--- config.mk ---
export PLATFORM = sky130hd
export DESIGN_NAME = pulse_descriptor_sequencer
export DESIGN_NICKNAME = d
export VERILOG_FILES = /design/src/rtl/pulse_seq_pkg.sv /design/src/rtl/desc_buffer.sv /design/src/rtl/pulse_descriptor_sequencer.sv
export SDC_FILE = /design/constraint.sdc
export NUM_CORES = 2
export LEC_CHECK = 0
export BUFFER_PORTS_ARGS = -buffer_cell sky130_fd_sc_hd__buf_2
export CAP_MARGIN = 20
export CORE_MARGIN = 5
export CORE_UTILIZATION = 31
export CTS_BUF_LIST = sky130_fd_sc_hd__clkbuf_16
export CTS_CLUSTER_SIZE = 30
export DETAILED_ROUTE_END_ITERATION = 7
export PLACE_DENSITY = 0.55
export SYNTH_ARGS = -nofsm -noshare
export SYNTH_HDL_FRONTEND = slang
export SYNTH_SLANG_ARGS = --single-unit
--- constraint.sdc ---
create_clock -name sys_clk -period 29.4 [get_ports sys_clk]
set_clock_uncertainty 0.15 [all_clocks]
set_input_delay 1.47 -clock sys_clk [delete_from_list [all_inputs] [get_ports sys_clk]]
set_output_delay 1.47 -clock sys_clk [all_outputs]
set_load 0.005 [all_outputs]
--- src/rtl/pulse_seq_pkg.sv ---
package pulse_seq_pkg;

    // ****************************************
    // Sizes and register map
    // ****************************************
    localparam int TIME_W  = 48;
    localparam int FREQ_W  = 32;
    localparam int LEVEL_W = 16;
    localparam int PHASE_W = 16;

    localparam logic [3:0] ADDR_CTRL      = 4'h0;
    localparam logic [3:0] ADDR_STATUS    = 4'h1;
    localparam logic [3:0] ADDR_TIME_LO   = 4'h2;
    localparam logic [3:0] ADDR_RF_FREQ   = 4'h3;
    localparam logic [3:0] ADDR_RF_LEVEL  = 4'h4;
    localparam logic [3:0] ADDR_EDGE_TIME = 4'h5;
    localparam logic [3:0] ADDR_ERRORS    = 4'h6;

    localparam int CTRL_RUN_BIT   = 0;
    localparam int CTRL_GATE_BIT  = 1;
    localparam int CTRL_SHAPE_BIT = 2;

    localparam logic [31:0] CTRL_RESET      = 32'h0000_0000;
    localparam logic [FREQ_W-1:0] FREQ_RESET = 32'h0000_0000;
    localparam logic [LEVEL_W-1:0] LEVEL_RESET = 16'h0000;

    // Offset limit: 1 GHz in Hz (offset field is signed Hz)
    localparam logic signed [FREQ_W-1:0] FREQ_OFS_LIMIT = 32'sh3b9a_ca00;

    // Sample rate is 2.4 GHz; continuous joins need multiples of 8 samples
    localparam int CONCAT_GRAIN = 8;

    localparam logic [1:0] CMD_FREQ  = 2'h1;
    localparam logic [1:0] CMD_LEVEL = 2'h2;
    localparam logic [1:0] CMD_BOTH  = 2'h3;

    // ****************************************
    // Descriptor carriers
    // ****************************************
    typedef struct packed {
        logic                      isControl;
        logic [TIME_W-1:0]         arrivalTime;
        logic [31:0]               pulseOnTime;
        logic signed [FREQ_W-1:0]  freqOffset;
        logic [LEVEL_W-1:0]        levelAtten;
        logic [PHASE_W-1:0]        phaseOffset;
        logic                      phaseRelative;
        logic [1:0]                cmdType;
        logic [1:0]                rfPath;
        logic [FREQ_W-1:0]         newFreq;
        logic [LEVEL_W-1:0]        newLevel;
    } descriptor_s;

    typedef struct packed {
        logic                      active;
        logic signed [FREQ_W-1:0]  freqOffset;
        logic [LEVEL_W-1:0]        levelAtten;
        logic [PHASE_W-1:0]        phase;
        logic                      phaseReset;
    } pulse_out_s;

    typedef enum logic [2:0] {
        ST_IDLE  = 3'b001,
        ST_WAIT  = 3'b010,
        ST_PULSE = 3'b100
    } seq_state_e;

endpackage

--- src/rtl/desc_buffer.sv ---
`timescale 1ns/1ps
module desc_buffer
    import pulse_seq_pkg::*;
#(
    parameter int DEPTH = 2
) (
    input  wire logic        sys_clk,
    input  wire logic        rst,
    input  wire logic        inValid,
    output      logic        inReady,
    input  wire descriptor_s inData,
    output      logic        outValid,
    input  wire logic        outReady,
    output      descriptor_s outData
);
    localparam int PW = $clog2(DEPTH);

    typedef struct packed {
        descriptor_s [DEPTH-1:0] mem;
        logic [PW-1:0]           rdPtr;
        logic [PW-1:0]           wrPtr;
        logic [PW:0]             count;
    } buf_s;

    buf_s bufReg;
    buf_s bufNext;

    function automatic logic [PW-1:0] bump(input logic [PW-1:0] p);
        return (p == PW'(DEPTH - 1)) ? '0 : p + 1'b1;
    endfunction

    assign inReady  = (bufReg.count != (PW+1)'(DEPTH));
    assign outValid = (bufReg.count != '0);
    assign outData  = bufReg.mem[bufReg.rdPtr];

    always_comb begin
        logic doWr;
        logic doRd;
        doWr = inValid && inReady;
        doRd = outValid && outReady;
        bufNext = bufReg;
        if (doWr) begin
            bufNext.mem[bufReg.wrPtr] = inData;
            bufNext.wrPtr = bump(bufReg.wrPtr);
        end
        if (doRd) begin
            bufNext.rdPtr = bump(bufReg.rdPtr);
        end
        if (doWr && !doRd) begin
            bufNext.count = bufReg.count + 1'b1;
        end else if (doRd && !doWr) begin
            bufNext.count = bufReg.count - 1'b1;
        end
    end

    always_ff @(posedge sys_clk or posedge rst) begin
        if (rst) begin
            bufReg <= '0;
        end else begin
            bufReg <= bufNext;
        end
    end
endmodule

--- src/rtl/pulse_descriptor_sequencer.sv ---
`timescale 1ns/1ps
// Contract
// Arrival times are integer counts of 2.4 GHz sample clock cycles.
// Accept per-pulse frequency offset within plus or minus 1 GHz.
// Level offset is relative; realised as digital baseband attenuation.
// Control descriptor is sixteen bytes: time, path, command, frequency/level.
// Apply control frequency or level change at its arrival time.
// Supplier leaves settling time before the next pulse descriptor.
// Retune discards earlier emitter phase; phase restarts discontinuous.
// Relative phase mode with zero offset continues the running phase.
// Supplier makes concatenated on-time a multiple of eight samples.
// Back-to-back pulses join end directly to next start.
// Gate marker drives modulator only when enabled in configuration.
// Gate rises at arrival, falls after on-time, plus edges if shaped.
// Descriptors consumed in order; arrival times never decrease.
module pulse_descriptor_sequencer
    import pulse_seq_pkg::*;
#(
    parameter int BUF_DEPTH = 2
) (
    input  wire logic        sys_clk,
    input  wire logic        rst,
    input  wire logic [3:0]  regAddr,
    input  wire logic [31:0] regWrData,
    input  wire logic        regWrite,
    input  wire logic        regRead,
    output      logic [31:0] regRdData,
    input  wire logic        descValid,
    output      logic        descReady,
    input  wire descriptor_s descData,
    output      pulse_out_s  pulseOut,
    output      logic        gateMarker,
    output      logic [FREQ_W-1:0]  rfFreq,
    output      logic [LEVEL_W-1:0] rfLevel,
    output      logic [1:0]  rfPath,
    output      logic        rfUpdate
);

    // ****************************************
    // State
    // ****************************************
    typedef struct packed {
        seq_state_e          state;
        logic [31:0]         ctrl;
        logic [TIME_W-1:0]   timeNow;
        logic [31:0]         onLeft;
        logic [31:0]         gateLeft;
        logic [15:0]         edgeTime;
        logic [FREQ_W-1:0]   rfFreq;
        logic [LEVEL_W-1:0]  rfLevel;
        logic [1:0]          rfPath;
        logic                rfUpdate;
        logic                gate;
        logic [PHASE_W-1:0]  phase;
        logic                phaseReset;
        logic                retuned;
        logic                active;
        logic signed [FREQ_W-1:0] freqOffset;
        logic [LEVEL_W-1:0]  levelAtten;
        logic [TIME_W-1:0]   lastTime;
        logic [15:0]         rangeErrs;
        logic [15:0]         orderErrs;
        logic [31:0]         rdData;
    } seq_s;

    seq_s r_reg;
    seq_s r_next;

    descriptor_s head;
    logic        headValid;
    logic        headTake;

    desc_buffer #(
        .DEPTH (BUF_DEPTH)
    ) u_buf (
        .sys_clk  (sys_clk),
        .rst      (rst),
        .inValid  (descValid),
        .inReady  (descReady),
        .inData   (descData),
        .outValid (headValid),
        .outReady (headTake),
        .outData  (head)
    );

    function automatic logic inRange(input logic signed [FREQ_W-1:0] f);
        return (f <= FREQ_OFS_LIMIT) && (f >= -FREQ_OFS_LIMIT);
    endfunction

    function automatic logic [15:0] sat16(input logic [15:0] v);
        return (v == 16'hffff) ? v : v + 16'h0001;
    endfunction

    logic running;
    logic due;
    assign running = r_reg.ctrl[CTRL_RUN_BIT];
    // Due once the sample counter reaches the arrival count
    assign due = headValid && running && (r_reg.timeNow >= head.arrivalTime);
    // Take when due; a pulse is only taken from the last cycle of the previous on-time on
    assign headTake = due && (head.isControl || r_reg.onLeft <= 32'h1);

    // ****************************************
    // Next state
    // ****************************************
    always_comb begin
        logic [31:0] gateExtra;
        gateExtra = r_reg.ctrl[CTRL_SHAPE_BIT] ? {15'h0, r_reg.edgeTime, 1'b0} : 32'h0;
        r_next = r_reg;
        r_next.rfUpdate = 1'b0;
        r_next.phaseReset = 1'b0;
        r_next.rdData = 32'h0;
        if (running) begin
            r_next.timeNow = r_reg.timeNow + 1'b1;
        end
        if (r_reg.onLeft != 32'h0) begin
            r_next.onLeft = r_reg.onLeft - 1'b1;
        end
        if (r_reg.gateLeft != 32'h0) begin
            r_next.gateLeft = r_reg.gateLeft - 1'b1;
        end
        if (r_reg.onLeft <= 32'h1) begin
            r_next.active = 1'b0;
        end
        r_next.gate = (r_next.gateLeft != 32'h0) && r_reg.ctrl[CTRL_GATE_BIT];

        case (r_reg.state)
            ST_IDLE: begin
                if (running) begin
                    r_next.state = ST_WAIT;
                end
            end
            ST_WAIT, ST_PULSE: begin
                if (!running) begin
                    r_next.state = ST_IDLE;
                end else if (r_reg.onLeft > 32'h1) begin
                    r_next.state = ST_PULSE;
                end else begin
                    r_next.state = ST_WAIT;
                end
            end
            default: r_next.state = ST_IDLE;
        endcase

        // Clear first so that an error in the same cycle still counts
        if (regWrite && regAddr == ADDR_ERRORS) begin
            r_next.rangeErrs = 16'h0;
            r_next.orderErrs = 16'h0;
        end
        if (headTake) begin
            if (head.arrivalTime < r_reg.lastTime) begin
                r_next.orderErrs = sat16(r_next.orderErrs);
            end
            r_next.lastTime = head.arrivalTime;
            if (head.isControl) begin
                // New carrier takes effect at the descriptor's arrival time
                if (head.cmdType == CMD_FREQ || head.cmdType == CMD_BOTH) begin
                    r_next.rfFreq = head.newFreq;
                    r_next.retuned = 1'b1;
                end
                if (head.cmdType == CMD_LEVEL || head.cmdType == CMD_BOTH) begin
                    r_next.rfLevel = head.newLevel;
                end
                r_next.rfPath = head.rfPath;
                r_next.rfUpdate = 1'b1;
            end else if (!inRange(head.freqOffset)) begin
                r_next.rangeErrs = sat16(r_next.rangeErrs);
            end else begin
                r_next.active = 1'b1;
                r_next.state = ST_PULSE;
                r_next.onLeft = head.pulseOnTime;
                r_next.gateLeft = head.pulseOnTime + gateExtra;
                r_next.gate = r_reg.ctrl[CTRL_GATE_BIT];
                r_next.freqOffset = head.freqOffset;
                r_next.levelAtten = head.levelAtten;
                if (r_reg.retuned) begin
                    // No phase memory across a retune
                    r_next.phase = head.phaseOffset;
                    r_next.phaseReset = 1'b1;
                    r_next.retuned = 1'b0;
                end else if (head.phaseRelative) begin
                    r_next.phase = r_reg.phase + head.phaseOffset;
                end else begin
                    r_next.phase = head.phaseOffset;
                    r_next.phaseReset = 1'b1;
                end
            end
        end

        // ****************************************
        // Register port
        // ****************************************
        if (regWrite) begin
            if (regAddr == ADDR_CTRL) begin
                r_next.ctrl = regWrData;
            end else if (regAddr == ADDR_EDGE_TIME) begin
                r_next.edgeTime = regWrData[15:0];
            end
        end
        if (regRead) begin
            if (regAddr == ADDR_CTRL) begin
                r_next.rdData = r_reg.ctrl;
            end else if (regAddr == ADDR_STATUS) begin
                r_next.rdData = {26'h0, r_reg.state, headValid, r_reg.gate, r_reg.active};
            end else if (regAddr == ADDR_TIME_LO) begin
                r_next.rdData = r_reg.timeNow[31:0];
            end else if (regAddr == ADDR_RF_FREQ) begin
                r_next.rdData = r_reg.rfFreq;
            end else if (regAddr == ADDR_RF_LEVEL) begin
                r_next.rdData = {16'h0, r_reg.rfLevel};
            end else if (regAddr == ADDR_EDGE_TIME) begin
                r_next.rdData = {16'h0, r_reg.edgeTime};
            end else if (regAddr == ADDR_ERRORS) begin
                r_next.rdData = {r_reg.orderErrs, r_reg.rangeErrs};
            end else begin
                r_next.rdData = 32'h0;
            end
        end
    end

    always_ff @(posedge sys_clk or posedge rst) begin
        if (rst) begin
            r_reg <= '0;
            r_reg.state <= ST_IDLE;
            r_reg.ctrl <= CTRL_RESET;
            r_reg.rfFreq <= FREQ_RESET;
            r_reg.rfLevel <= LEVEL_RESET;
        end else begin
            r_reg <= r_next;
        end
    end

    assign regRdData = r_reg.rdData;
    assign gateMarker = r_reg.gate;
    assign rfFreq = r_reg.rfFreq;
    assign rfLevel = r_reg.rfLevel;
    assign rfPath = r_reg.rfPath;
    assign rfUpdate = r_reg.rfUpdate;
    assign pulseOut = '{active: r_reg.active, freqOffset: r_reg.freqOffset,
                        levelAtten: r_reg.levelAtten, phase: r_reg.phase,
                        phaseReset: r_reg.phaseReset};
endmodule

==> impl_metrics.py <==
metrics = {
    "sta": {
        "max_freq_mhz": 156,
        "setup_viol": 0,
        "period_minus_slack_ns": 6.39,
        "timing.setup.tns_ns": 0,
        "grt_setup_unrepaired": "false",
        "period_share": 0.217,
        "finalHoldViolations": 0,
        "setup_ws_ns": 23.01,
        "finalMaxSlewViolations": 0,
        "worstMarginPinSlew_ns": 1.11,
        "slew_headroom": 0.259,
    },
    "layout": {
        "drive_above_1_share": 0.310,
        "final_util": 0.358,
        "layout.nets": 4143,
        "areaGrowthSynthToFinish_pct": 15.0,
        "layoutNonFillerInstCount": 5601,
        "largest_reg_flops": 400,
    },
    "synth": {
        "synth_edf_count": 0,
        "ys_ff_latch": 794,
        "synthArstFlopShare": 1.00,
        "synth-simple-area-share": 0.0963,
        "synth_area_um2": 40300,
        "synthAdderAreaFrac": 0.0423,
        "synth_cells": 3551,
        "ys.warnings.count": 0,
        "synthMuxAreaShare": 0.197,
        "synth_xor_area_frac": 0.0346,
        "ys_seq_area_frac": 0.494,
        "synth_top_family_by_area": "multiplexers",
        "yosys_most_used_dff": "dfrtp_1",
        "synth_area_per_cell_um2": 11.3,
        "synth_compound_area_frac": 0.0799,
        "synth_cell_types": 83,
        "syn_nets": 3925,
    },
    "critical_path": {
        "path_max_fanout": 99,
        "crit_path_end_kind": "flip-flop",
        "regToRegSetupSlack_ns": 23.01,
        "ff2ff_path_depth": 13,
        "r2r_start": "u_buf.bufReg[3]$_DFFE_PP0P_",
        "crit_required_ns": 29.84,
        "crit_end": "rfFreq[13]$_DFFE_PP0P_",
        "setup.worst_path.start": "u_buf.bufReg[3]$_DFFE_PP0P_",
        "worstPathArrival_ns": 6.84,
        "timing.rr.end": "rfFreq[13]$_DFFE_PP0P_",
        "crit_type": "flip-flop to flip-flop",
        "start_kind": "flip-flop",
    },
    "power_and_ir_drop": {
        "pwr-share-comb": 0.289,
        "power_density_nw_per_um2": 87.7,
        "netSwitchingFraction": 0.324,
        "worst_ir_drop_vdd_uv": 49.4,
        "power_leakage_nw": 20.8,
        "p_sw_mw": 1.31,
        "clockPowerShare": 0.301,
        "seq_power_share": 0.410,
        "internal_power_mw": 2.74,
    },
    "clock_tree": {
        "postCtsSetupBuffers": 0,
        "cts.sinks": 794,
        "hold_buffers": 0,
        "insertion_delay_ns": 0.73,
        "htreeDepth": 3,
        "path_clk_slew_ns": 0.06,
        "cts_root_buffer": "clkbuf_16",
        "cts_made_buffers": 95,
        "cts_resized": 0,
        "clockBufferDepth": 3,
        "cts_tree": "done",
    },
    "detailed_routing": {
        "drc_errors": 0,
        "antenna_left": 0,
        "drtPass1Iterations": 5,
        "drt_iter0_drc": 1706,
        "via_per_inst": 4.89,
        "routed_wl_um": 114000,
        "vias": 27400,
        "wire_per_inst_um": 20.4,
    },
    "global_routing": {
        "track_usage": 0.165,
        "grt_start_max_net_pins": 176,
        "grt-ovfl-total": 0,
        "grt_pass1_vias": 28000,
        "antenna_found_initial": 28,
        "grt_pass1_wl_um": 175000,
    },
    "floorplanning": {
        "die_w_um": 370,
        "die_h_um": 370,
        "rows": 132,
        "coreArea_um2": 129000,
        "fp.dieArea_um2": 137000,
        "initial_core_util": 0.311,
        "pin_count": 390,
    },
    "placement": {
        "place.detailed.hpwl_um": 81700,
        "gp_congestion": 0.830,
        "io_buffer_count": 389,
        "dp_cells": 5412,
        "pre_cts_ws_ns": 22.88,
    },
    "hold_path": {
        "hp-class": "flip-flop to flip-flop",
    },
    "job": {
        "maxCapViolCount": 0,
    },
    "status": {
        "status": "complete, no violations",
    },
}
==> worst max-delay path, cell delays in order (launching register included) <==
cell	delay, ns
dfrtp_4	0.68
buf_4	0.79
mux2i_1	0.42
ha_1	0.31
a211oi_1	0.24
nor2_1	0.06
o311ai_0	0.50
o211ai_1	0.28
a41oi_1	0.39
a21oi_2	0.25
nand2_2	0.10
buf_4	0.68
a21o_2	0.87
mux2_2	0.42
==> power by group through the flow <==
stage,Clock [mW],Combinational [mW],Sequential (mW)
5_1_grt,1.30,1.31,1.71
3_5_place_dp,0,1.18,1.68
2_1_floorplan,0,0.920,1.60
6_report,1.22,1.17,1.66
4_1_cts,1.26,1.19,1.66
3_3_place_gp,0,1.16,1.67
==> per-layer routing <==
| layer | track usage | share of wire |
|---|---|---|
| met5 | 0 | 0.00070 |
| met4 | 0.0391 | 0.021 |
| met2 | 0.263 | 0.46 |
| met3 | 0.0378 | 0.060 |
| met1 | 0.227 | 0.46 |
==> cells in the mapped netlist (all sizes together), types with 17 or more instances <==
cell | n | area [um2]
nand4 | 41 | 269
a21o | 40 | 300
nor2b | 17 | 106
dfrtp | 793 | 19800
nand2 | 276 | 1040
inv | 129 | 484
o21a | 21 | 158
o21ai | 220 | 1100
and2 | 38 | 238
nor2 | 147 | 552
clkbuf | 111 | 417
nor3 | 49 | 257
mux2i | 125 | 1250
nand3 | 48 | 253
xnor2 | 89 | 780
or3 | 25 | 156
nor4 | 32 | 200
a22oi | 45 | 338
and3 | 29 | 181
a21oi | 108 | 544
xor2 | 70 | 613
buf | 195 | 1360
ha | 133 | 1660
mux2 | 593 | 6680
==> logic make-up after synthesis <==
logic type	count (synthesis)
AO/OA/AOI/OAI	527
multiplexers	718
flip-flops	794
AND/OR/NAND/NOR	782
buffers and inverters	436
XOR/XNOR	159
adder cells (fa/ha/maj)	135
==> layout make-up <==
type | count | area [um2]
fillers | 13000 | 83000
flip-flops and latches | 794 | 19900
multi-input cells | 2321 | 18200
clock buffers | 95 | 2380
repair buffers | 427 | 2290
well taps | 1742 | 2180
clock inverters | 80 | 871
inverters | 130 | 495
diodes | 12 | 30.0
==> per-stage QoR <==
stage               cell area (um2)  total power, mW  hold WS [ns]
finish                        46300             4.06         0.325
global route                  46300             4.32         0.346
CTS                           46200             4.11         0.334
detailed placement            43000             2.87         0.320
global placement              43000             2.83         0.312
floorplan                     40300             2.52         0.300
==> layout by cell type (no fill, tap or decap), types with 45 or more instances in the layout <==
master       n
buf_2      389
nor2_1     146
inv_1      144
a22oi_1     45
a21oi_1    107
clkbuf_16   95
xnor2_1     89
nand3_1     47
mux2_2     579
xor2_1      70
dfrtp_1    792
o21ai_1     50
mux2i_1    125
ha_1       133
nand2_1    273
o21ai_0    169
nor3_1      46
==> worst min-delay path by stage <==
stage                        startpoint                        to  slack [ns]  cells after the start
2_1_floorplan    r_reg[100]$_DFFE_PP0N_    r_reg[100]$_DFFE_PP0N_        0.30                      2
3_3_place_gp      r_reg[86]$_DFFE_PP0N_     r_reg[86]$_DFFE_PP0N_        0.31                      2
3_5_place_dp      r_reg[88]$_DFFE_PP0N_     r_reg[88]$_DFFE_PP0N_        0.32                      2
4_1_cts           r_reg[89]$_DFFE_PP0N_     r_reg[89]$_DFFE_PP0N_        0.33                      2
5_1_grt           r_reg[71]$_DFFE_PP0N_     r_reg[71]$_DFFE_PP0N_        0.35                      2
6_report       pulseOut[21]$_DFFE_PP0P_  pulseOut[21]$_DFFE_PP0P_        0.32                      2
(Power assumes the default switching activity.)
